<file path="src/verilog/hsu_cfg.svh">
// register map, field positions and reset values of the sync unit
`ifndef HSU_CFG_SVH
`define HSU_CFG_SVH

// register byte offsets on the wishbone bus
`define HSU_OFF_CTRL     6'h00
`define HSU_OFF_STAT     6'h04
`define HSU_OFF_BRK      6'h08
`define HSU_OFF_SYNC     6'h0c
`define HSU_OFF_SCMP     6'h10

// control word fields
`define HSU_CTL_CMPEN    5
`define HSU_CTL_BSD      6
`define HSU_CTL_GATE     8
`define HSU_CTL_TEST     9
`define HSU_CTL_ERRDIS   10
`define HSU_CTL_BCMPDIS  11
`define HSU_CTL_RISE     12
`define HSU_CTL_W        13

// status word fields
`define HSU_STA_RISE     0
`define HSU_STA_BCMP     1
`define HSU_STA_BERR     2
`define HSU_STA_SCMP     3
`define HSU_STA_W        4

// reset values
`define HSU_CTL_RST      13'h0000
`define HSU_STA_RST      4'h0

// rising edges of the sync byte that follow the break delimiter
`define HSU_SYNC_RISES   3'h5

`endif

</file>
<file path="src/verilog/hsu_pkg.sv">
// types shared by the sync unit
package hsu_pkg;
    // header tracking states of the received frame
    typedef enum logic [1:0] {
        HDR_IDLE,
        HDR_BREAK,
        HDR_SYNC,
        HDR_DATA
    } hsu_hdr_t;
endpackage

</file>
<file path="src/verilog/hsu_sync_unit.sv">
// single-wire bus hardware sync unit: control, timers, status, pin routing
//
// Notes on behaviour
// - compare-disable low lets break compare interrupt through
// - control bit 10 masks break error interrupt
// - bit 9 low: transceiver wired to uart
// - bit 9 high: test pins drive transceiver
// - bit 8 high in lin mode (bit 6 low): uart input high until header
// - bit 8 low: bus data reaches uart
// - bit-serial mode needs mode bit 6 set
// - serial read: rising edge sets status bit 0
// - break timer runs falling to rising edge
// - break timer interrupts when count equals compare
// - break timer overflow raises error interrupt
// - sync compare sets status bit 3
// - break timer stops on rising edge always
// - mode bit 6: lin low, serial high
// - bit 12 rising interrupt, polarity per mode
// - compare enable bit 5 gates sync compare
`timescale 1ns/1ns
`default_nettype none
`include "hsu_cfg.svh"

module hsu_sync_unit #(
    parameter int TW      = 16,   // width of both timers
    parameter int BRK_MIN = 1024  // low cycles that make a break
) (
    input  wire logic        CLK_I,        // core clock, 100 mhz
    input  wire logic        RST_I,        // synchronous reset, high
    input  wire logic        CYC_I,        // wishbone cycle
    input  wire logic        STB_I,        // wishbone strobe
    input  wire logic        WE_I,         // wishbone write
    input  wire logic [5:0]  ADR_I,        // byte address
    input  wire logic [3:0]  SEL_I,        // byte lanes
    input  wire logic [31:0] DAT_I,        // write data
    output logic      [31:0] DAT_O,        // read data
    output logic             ACK_O,        // wishbone acknowledge
    input  wire logic        TRX_RXD_I,    // bus level from transceiver
    output logic             TRX_TXD_O,    // drive to transceiver
    input  wire logic        UART_TXD_I,   // uart transmit data
    output logic             UART_RXD_O,   // uart receive data
    input  wire logic        TEST_TX_I,    // test pin into transceiver
    output logic             TEST_RX_O,    // test pin from transceiver
    output logic             IRQ_O         // any status bit pending
);
    import hsu_pkg::*;

    localparam logic [TW-1:0] TMAX = {TW{1'b1}}; // overflow point

    // byte-lane merge, used by the control and both compare registers
    function automatic logic [31:0] merge(input logic [31:0] old,
                                          input logic [31:0] nw,
                                          input logic [3:0]  sel);
        logic [31:0] r;
        r = old;
        for (int i = 0; i < 4; i++) begin
            if (sel[i]) begin
                r[i*8 +: 8] = nw[i*8 +: 8];
            end
        end
        return r;
    endfunction

    // state
    logic [`HSU_CTL_W-1:0] ctl_q;     // sync_unit_control_word
    logic [`HSU_STA_W-1:0] sta_q;     // sync_unit_status_word
    logic [TW-1:0]         bt_q;      // break_pulse_timer count
    logic [TW-1:0]         bcmp_q;    // break timer compare value
    logic                  brun_q;    // break timer running
    logic [TW-1:0]         st_q;      // sync_bit_timer
    logic [TW-1:0]         scmp_q;    // sync_timer_compare
    logic                  bus_q;     // previous bus level
    logic [15:0]           low_q;     // length of current low level
    hsu_hdr_t              hdr_q;     // header tracking state
    hsu_hdr_t              hdr_d;
    logic [2:0]            rise_q;    // rising edges seen in sync byte

    // bus decode
    wire        req      = CYC_I & STB_I;
    wire        wr       = req & WE_I & ACK_O;  // write at the ack edge
    wire        hit_ctl  = ADR_I == `HSU_OFF_CTRL;
    wire        hit_sta  = ADR_I == `HSU_OFF_STAT;
    wire        hit_brk  = ADR_I == `HSU_OFF_BRK;
    wire        hit_scmp = ADR_I == `HSU_OFF_SCMP;
    wire [31:0] wdat_ctl = merge({19'h0, ctl_q}, DAT_I, SEL_I);
    wire [31:0] wdat_brk = merge({{(32-TW){1'b0}}, bcmp_q}, DAT_I, SEL_I);
    wire [31:0] wdat_sc  = merge({{(32-TW){1'b0}}, scmp_q}, DAT_I, SEL_I);
    wire [`HSU_STA_W-1:0] sta_clr = (wr & hit_sta & SEL_I[0])
                                  ? DAT_I[`HSU_STA_W-1:0] : '0;

    // unmapped offsets read as zero but are still acknowledged
    logic [31:0] rdat;
    always_comb begin
        unique case (ADR_I)
            `HSU_OFF_CTRL: rdat = {19'h0, ctl_q};
            `HSU_OFF_STAT: rdat = {28'h0, sta_q};
            `HSU_OFF_BRK:  rdat = {{(32-TW){1'b0}}, bt_q};
            `HSU_OFF_SYNC: rdat = {{(32-TW){1'b0}}, st_q};
            `HSU_OFF_SCMP: rdat = {{(32-TW){1'b0}}, scmp_q};
            default:       rdat = 32'h0000_0000;
        endcase
    end

    // control decode
    wire bit_serial_bus      = ctl_q[`HSU_CTL_BSD];
    wire test     = ctl_q[`HSU_CTL_TEST];
    wire gate     = ctl_q[`HSU_CTL_GATE];
    wire bus_fall = bus_q & ~TRX_RXD_I;
    wire bus_rise = ~bus_q & TRX_RXD_I;

    // rising edge interrupt: bit 12 disables in serial, enables in lin
    wire rise_en  = bit_serial_bus ? (gate & ~ctl_q[`HSU_CTL_RISE])
                        : ctl_q[`HSU_CTL_RISE];
    wire ev_rise  = bus_rise & rise_en;
    wire ev_bcmp  = brun_q & (bt_q == bcmp_q)
                  & ~ctl_q[`HSU_CTL_BCMPDIS];
    wire bt_ovf   = brun_q & (bt_q == TMAX);
    wire ev_berr  = bt_ovf & ~ctl_q[`HSU_CTL_ERRDIS];
    wire ev_scmp  = ctl_q[`HSU_CTL_CMPEN] & (st_q == scmp_q);
    wire [`HSU_STA_W-1:0] sta_set = {ev_scmp, ev_berr, ev_bcmp, ev_rise};

    wire brk_seen = low_q == 16'(BRK_MIN);
    wire hdr_done = hdr_q == HDR_DATA;
    // with gating on in lin mode the uart is held idle whenever the header state is not HDR_DATA
    wire uart_rx  = (gate & ~bit_serial_bus & ~hdr_done) ? 1'b1 : TRX_RXD_I;

    // wishbone answer: ack one cycle after the strobe, dropped next cycle
    always_ff @(posedge CLK_I) begin
        if (RST_I) begin
            ACK_O <= 1'b0;
            DAT_O <= 32'h0000_0000;
        end else begin
            ACK_O <= req & ~ACK_O;
            if (req & ~ACK_O) begin
                DAT_O <= rdat;
            end
        end
    end

    // software registers
    always_ff @(posedge CLK_I) begin
        if (RST_I) begin
            ctl_q  <= `HSU_CTL_RST;
            bcmp_q <= '0;
            scmp_q <= '0;
        end else if (wr) begin
            if (hit_ctl) ctl_q <= wdat_ctl[`HSU_CTL_W-1:0];
            if (hit_brk) bcmp_q <= wdat_brk[TW-1:0];
            if (hit_scmp) scmp_q <= wdat_sc[TW-1:0];
        end
    end

    // sticky status: a set in the clearing cycle wins
    always_ff @(posedge CLK_I) begin
        if (RST_I) begin
            sta_q <= `HSU_STA_RST;
            IRQ_O <= 1'b0;
        end else begin
            sta_q <= (sta_q & ~sta_clr) | sta_set;
            IRQ_O <= |((sta_q & ~sta_clr) | sta_set);
        end
    end

    // break timer: falling edge restarts, rising edge or overflow stops
    always_ff @(posedge CLK_I) begin
        if (RST_I) begin
            bt_q   <= '0;
            brun_q <= 1'b0;
        end else if (bus_fall) begin
            bt_q   <= '0;
            brun_q <= 1'b1;
        end else if (bus_rise | bt_ovf) begin
            brun_q <= 1'b0;
        end else if (brun_q) begin
            bt_q   <= bt_q + 1'b1;
        end
    end

    // sync bit timer restarts at falling edges and otherwise wraps
    always_ff @(posedge CLK_I) begin
        if (RST_I) begin
            st_q <= '0;
        end else begin
            st_q <= bus_fall ? '0 : st_q + 1'b1;
        end
    end

    // bus edge tracking and low length, saturating at the break length
    always_ff @(posedge CLK_I) begin
        if (RST_I) begin
            bus_q <= 1'b1;
            low_q <= 16'h0000;
        end else begin
            bus_q <= TRX_RXD_I;
            if (TRX_RXD_I) begin
                low_q <= 16'h0000;
            end else if (!brk_seen) begin
                low_q <= low_q + 16'h0001;
            end
        end
    end

    // header tracking: break, then the five rises of the sync byte
    always_comb begin
        hdr_d = hdr_q;
        // only while still low: the closing rise of the break must reach
        // the case below, or the delimiter rise would be lost
        if (brk_seen && !TRX_RXD_I) begin
            hdr_d = HDR_BREAK;
        end else begin
            unique case (hdr_q)
                HDR_IDLE:  hdr_d = HDR_IDLE;
                HDR_BREAK: if (bus_rise) hdr_d = HDR_SYNC;
                HDR_SYNC:  if (bus_rise && rise_q == `HSU_SYNC_RISES - 3'h1)
                               hdr_d = HDR_DATA;
                HDR_DATA:  hdr_d = HDR_DATA;
            endcase
        end
    end

    always_ff @(posedge CLK_I) begin
        if (RST_I) begin
            hdr_q  <= HDR_IDLE;
            rise_q <= 3'h0;
        end else begin
            hdr_q  <= hdr_d;
            if (hdr_q != HDR_SYNC) begin
                rise_q <= 3'h0;
            end else if (bus_rise) begin
                rise_q <= rise_q + 3'h1;
            end
        end
    end

    // pin routing; test mode bypasses the uart in both directions
    always_ff @(posedge CLK_I) begin
        if (RST_I) begin
            TRX_TXD_O  <= 1'b1;
            UART_RXD_O <= 1'b1;
            TEST_RX_O  <= 1'b1;
        end else begin
            TRX_TXD_O  <= test ? TEST_TX_I : UART_TXD_I;
            UART_RXD_O <= test ? 1'b1 : uart_rx;
            TEST_RX_O  <= test ? TRX_RXD_I : 1'b1;
        end
    end
endmodule
`default_nettype wire
</file>
<file path="config.mk">
export PLATFORM = sky130hd
export DESIGN_NAME = hsu_sync_unit
export DESIGN_NICKNAME = d
export VERILOG_FILES = /design/src/verilog/hsu_pkg.sv /design/src/verilog/hsu_sync_unit.sv
export VERILOG_INCLUDE_DIRS = /design/src /design/src/verilog
export SDC_FILE = /design/constraint.sdc
export NUM_CORES = 1
export LEC_CHECK = 0
export BUFFER_PORTS_ARGS = -buffer_cell sky130_fd_sc_hd__clkbuf_2
export CAP_MARGIN = 10
export CELL_PAD_IN_SITES_DETAIL_PLACEMENT = 1
export CELL_PAD_IN_SITES_GLOBAL_PLACEMENT = 1
export CORE_MARGIN = 4
export CORE_UTILIZATION = 46
export CTS_CLUSTER_SIZE = 25
export DETAILED_ROUTE_END_ITERATION = 6
export GPL_ROUTABILITY_DRIVEN = 0
export PLACE_DENSITY_LB_ADDON = 0.1
export SLEW_MARGIN = 20
export SYNTH_ARGS = -nofsm -noshare
export SYNTH_HDL_FRONTEND = slang
export SYNTH_SLANG_ARGS = --single-unit
</file>
<file path="constraint.sdc">
create_clock -name CLK_I -period 5.57 [get_ports CLK_I]
set_input_delay 0.2785 -clock CLK_I [delete_from_list [all_inputs] [get_ports CLK_I]]
set_output_delay 0.2785 -clock CLK_I [all_outputs]
set_load 0.03 [all_outputs]
</file>
Word-level counts from Yosys, hierarchy flattened --
Cells that the tools add are included.
Cells by class: add/sub/neg operators 4, equality and inequality tests 17, mux-type cells 10, bitwise logic cells 31, reductions and logical operators 22
Operators by type and width (number):
- 16-bit case mux with 5 select lines | 1
- 16-bit by 1-bit adder with 16-bit output (second input constant) | 3
- 16-bit equality test | 2
- 3-bit AND reduction | 6
- 1-bit bitwise AND | 17
- 16-bit by 11-bit equality test with 1-bit output (second input constant) | 1
- 16-bit equality test (second input constant) | 1
- 6-bit by 4-bit equality test with 1-bit output (second input constant) | 2
- 1-bit NOT | 10
- 2-bit OR reduction | 5
- 2-bit case mux with 4 select lines | 1
- 6-bit by 3-bit equality test with 1-bit output (second input constant) | 1
- 6-bit by 5-bit equality test with 1-bit output (second input constant) | 1
- 6-bit zero test | 1
- 2-bit != test (second input constant) | 3
- 3-bit != test (second input constant) | 2
- 2-bit AND reduction | 3
- 1-bit 2-to-1 mux | 5
- 4-bit bitwise AND | 1
- 2-bit equality test (second input constant) | 2
- 2-bit 2-to-1 mux | 2
- 4-bit 2-to-1 mux | 1
- 4-bit NOT | 1
- 4-bit OR | 1
- other kinds (10) | 11
Word-level totals: bits in registers 141, input port bits 50, output and inout bits 37

Longest topological paths before layout --
word-level depth 10, mapped depth 8

Worst setup path before layout --
No wires, ideal clock.
kind reg2reg, start point register bt_q[2], end point register bt_q[6], setup time 0.116 ns, data arrival time 1.684 ns, data required time 5.454 ns, path slack 3.770 ns, cell stages (with the launch flop) 9, path buffers 3, clock period less this slack 1.800 ns, cell sequence dfxtp_1 -> buf_6 -> and4_1 -> buf_6 -> and2_1 -> buf_2 -> a211oi_1 -> a211oi_1 -> a31o_2
Between the ends: cells in the longest elaborated chain, start to end 5, elaborated cells between the ends (all ways) 6
RTL lines:
- from (decl) | RTL line hsu_sync_unit.sv:67 | logic [TW-1:0] bt_q;
- from (signal assigned) | RTL line hsu_sync_unit.sv:175 | bt_q <= bt_q + 1'b1;
- parallel branches: the longest is 5 deep, another holds 16-bit by 1-bit adder with 16-bit output
Parallel ways; which one is timed is not known. A chain may end at the register's enable or synchronous reset.

Worst setup path in the final report --
start point input port ADR_I[4], end point register bcmp_q[14]
Between the ends: cells in the longest elaborated chain, start to end 2
RTL lines:
- from (decl) | RTL line hsu_sync_unit.sv:33 | input wire logic [5:0] ADR_I,
- 6-bit by 4-bit equality test with 1-bit output
- 3-bit AND reduction (no line)
- to (signal assigned) | RTL line hsu_sync_unit.sv:148 | if (hit_brk) bcmp_q <= wdat_brk[TW-1:0];
- to (decl) | RTL line hsu_sync_unit.sv:68 | logic [TW-1:0] bcmp_q;
No other way between the ends.

==> flow_summary.toml <==
[outcome]
status = "finished clean"

[clocking]
cts_tree = "yes"
clk_latency_ns = 0.42
cts_resized = 0
cts-root-buf = "clkbuf_16"
cts_setup_buffers = 0
cts_buffers = 17
cts_max_level = 4
path_clk_slew_ns = 0.06
cts_sinks = 125
ctsHoldBuffers = 0
cts_buffer_depth = 2

[worst_setup_path]
max_stage_delay_ns = 0.82
cp_max_fo = 22
path_cells = "clkbuf_2 -> nor4_1 -> and3b_1 -> nor2b_1 -> mux2i_1 -> nor2_1"
r2r_slack_ns = 3.38
rr_worst_depth = 5
crit_end = "bcmp_q[14]"
cp-start-kind = "input port"
required_ns = 5.85
crit_type = "in2reg"
timing.critical_path.from = "ADR_I[4]"
cp_slowest_cell = "nor2b_1"
worstPathArrival_ns = 3.08
timing.rr.end = "bcmp_q[14]"
r2r_start = "ACK_O"
worst_setup_path_end_kind = "flip-flop"

[power_and_ir_drop]
ir_drop_mv = 0.199
p_total_mw = 2.08
switchingPower_mw = 0.464
power_density_mw_per_mm2 = 309
p_sw_frac = 0.223
p_leak_nw = 2.39
power.clock.fraction = 0.517
comb_power_share = 0.045
sequentialPowerShare = 0.438
intPower_mw = 1.61

[sta]
finalHoldViolations = 0
fmaxAchievable_mhz = 358
tns_ns = 0
worst_pin_slew_ns = 0.923
rsz0062_at_grt = "no"
slew_headroom = 0.384
fin_ws_ns = 2.77
slew_violations = 0
period_needed_ns = 2.80
fin_skew_ns = 0.00865
fin_crit_sh = 0.502
setup_viol = 0

[logic_synthesis]
yosysMostFrequentCell = "dfxtp_1"
synth.top_cells.by_count = "dfxtp_1, nor2_1, nand2_1"
synth-edff-count = 0
ys_seq_area_frac = 0.425
synthFlopType = "dfxtp_1"
synth_warnings = 0
syn_inst = 679
syn_area_mm2 = 0.00589
synth_area_leader_cell = "dfxtp_1"
async_reset_ff_frac = 0
synth_cell_type_count = 53
ys_seq_elements = 125
yosysTopAreaCellShare = 0.425
syn_area_per_cell_um2 = 8.67
synth_area_leaders = "dfxtp_1, xnor2_1, mux2i_1"

[final_layout]
syn2layout_area_growth_pct = 14.2
diodes = 0
final_nets = 771
n_fill_cell = 1498
layout-drive-gt1-share = 0.132

[placement]
port_buffers = 52
hpwl_um = 12100
dp_slack_ns = 2.36

[floorplanning]
io_pins = 87
die_y_um = 121
core.rowCount = 41
die_x_um = 121
die-area_mm2 = 0.0147
start_util = 0.469
core_mm2 = 0.0126

[drt]
viasPerCell = 5.42
drtAntennaViolNets = 0
drc = 0
routedWlPerCell_um = 18.1
drtIter0Drc = 267
wl_um = 16200
vias = 4872
dr.pass1.iters = 4

[global_routing]
grt_usage = 0.234
grt_pass1_vias = 5061
antenna_found_initial = 0
grt_pass1_wl_um = 26400
gr-total-overflow = 0
grt_max_degree = 64

[min_path]
hold_depth = 2
hold_class = "in2reg"

[job]
maxCapViolCount = 0
-- cells by family (layout without fill, tap and decap cells) --
logic type                 count (synthesis)  count (layout)  share of synthesized area
and+or+nand+nor                          252             252                      0.204
DFF                                      125             125                      0.425
AOI/OAI and AO/OA                        116             116                      0.127
buffers and inverters                     69             102                     0.0584
xor gates and xnor gates                  67              67                     0.0996
muxes                                     43              43                     0.0731
adders and majority gates                  6               6                     0.0127
other                                      1              16                   0.000637
-- cell usage in the layout, fill, tap and decap left out, types with 17 or more instances in the layout --
cell       netlist  final
dfxtp_1        125    125
xnor2_1         55     55
clkbuf_16        0     17
a21oi_1         39     39
clkbuf_2         0     52
o21ai_0         34     34
mux2i_1         43     43
nand2_1         57     57
nor2_1         101    101
nand3_1         18     18
-- critical path, delay by kind of cell --
kind / cells / cell delay (ns)
buffers and inverters: 1 / 0.38
muxes: 1 / 0.30
and+or+nand+nor: 4 / 2.11
-- layer usage --
metal / global-route usage / up-vias / part of all wire / wire length, um
li1: - / 2399 / - / -
met1: 0.289 / 2333 / 0.43 / 7050
met2: 0.391 / 107 / 0.50 / 8050
met3: 0.0503 / 33 / 0.040 / 655
met4: 0.107 / 0 / 0.029 / 471
met5: 0 / - / 0 / 0
-- registers in the layout, indices dropped and copies added (netlist names), 2 cells and up --
signal / count
sta_q: 4
rise_q: 3
ctl_q: 13
bt_q: 16
scmp_q: 16
hdr_q: 2
bcmp_q: 16
DAT_O: 16
low_q: 16
st_q: 16
-- cell type report --
| type | instances | area, um2 | area share |
|---|---|---|---|
| well taps | 172 | 215 | 0.0320 |
| clock inverters | 8 | 90.1 | 0.0134 |
| repair buffers | 55 | 283 | 0.0420 |
| clock buffers | 23 | 478 | 0.0710 |
| multi-input cells | 500 | 3100 | 0.461 |
| flip-flops and latches | 125 | 2500 | 0.372 |
| inverters | 16 | 60.1 | 0.00893 |
-- how the worst min path moves through the flow --
stage,start,to,slack [ns]
2_1_floorplan,TRX_RXD_I,TEST_RX_O,0.39
3_3_place_gp,DAT_O[9],DAT_O[9],0.43
3_5_place_dp,DAT_O[6],DAT_O[6],0.44
4_1_cts,TEST_TX_I,TRX_TXD_O,0.06
5_1_grt,TEST_TX_I,TRX_TXD_O,0.08
6_report,TEST_TX_I,TRX_TXD_O,0.07
-- through the flow --
step / hold slack [ns] / area [um2] / std cells / util
2_1_floorplan: 0.394 / 5950 / 694 / -
3_3_place_gp: 0.433 / 6160 / 868 / 0.490
3_5_place_dp: 0.445 / 6160 / 868 / 0.490
4_1_cts: 0.0575 / 6730 / 899 / 0.535
5_1_grt: 0.0812 / 6730 / 899 / 0.535
6_report: 0.0679 / 6730 / 899 / 0.535
-- power by group through the flow --
stage                     combinational (mW)  sequential [mW]  clock [mW]
final                                 0.0929            0.910        1.07
after global routing                   0.101            0.911        1.14
after CTS                             0.0934            0.910        1.09
after detailed placement              0.0927            0.929           0
after global placement                0.0900            0.928           0
after floorplan                       0.0626            0.933           0
(Power assumes the default switching activity.)
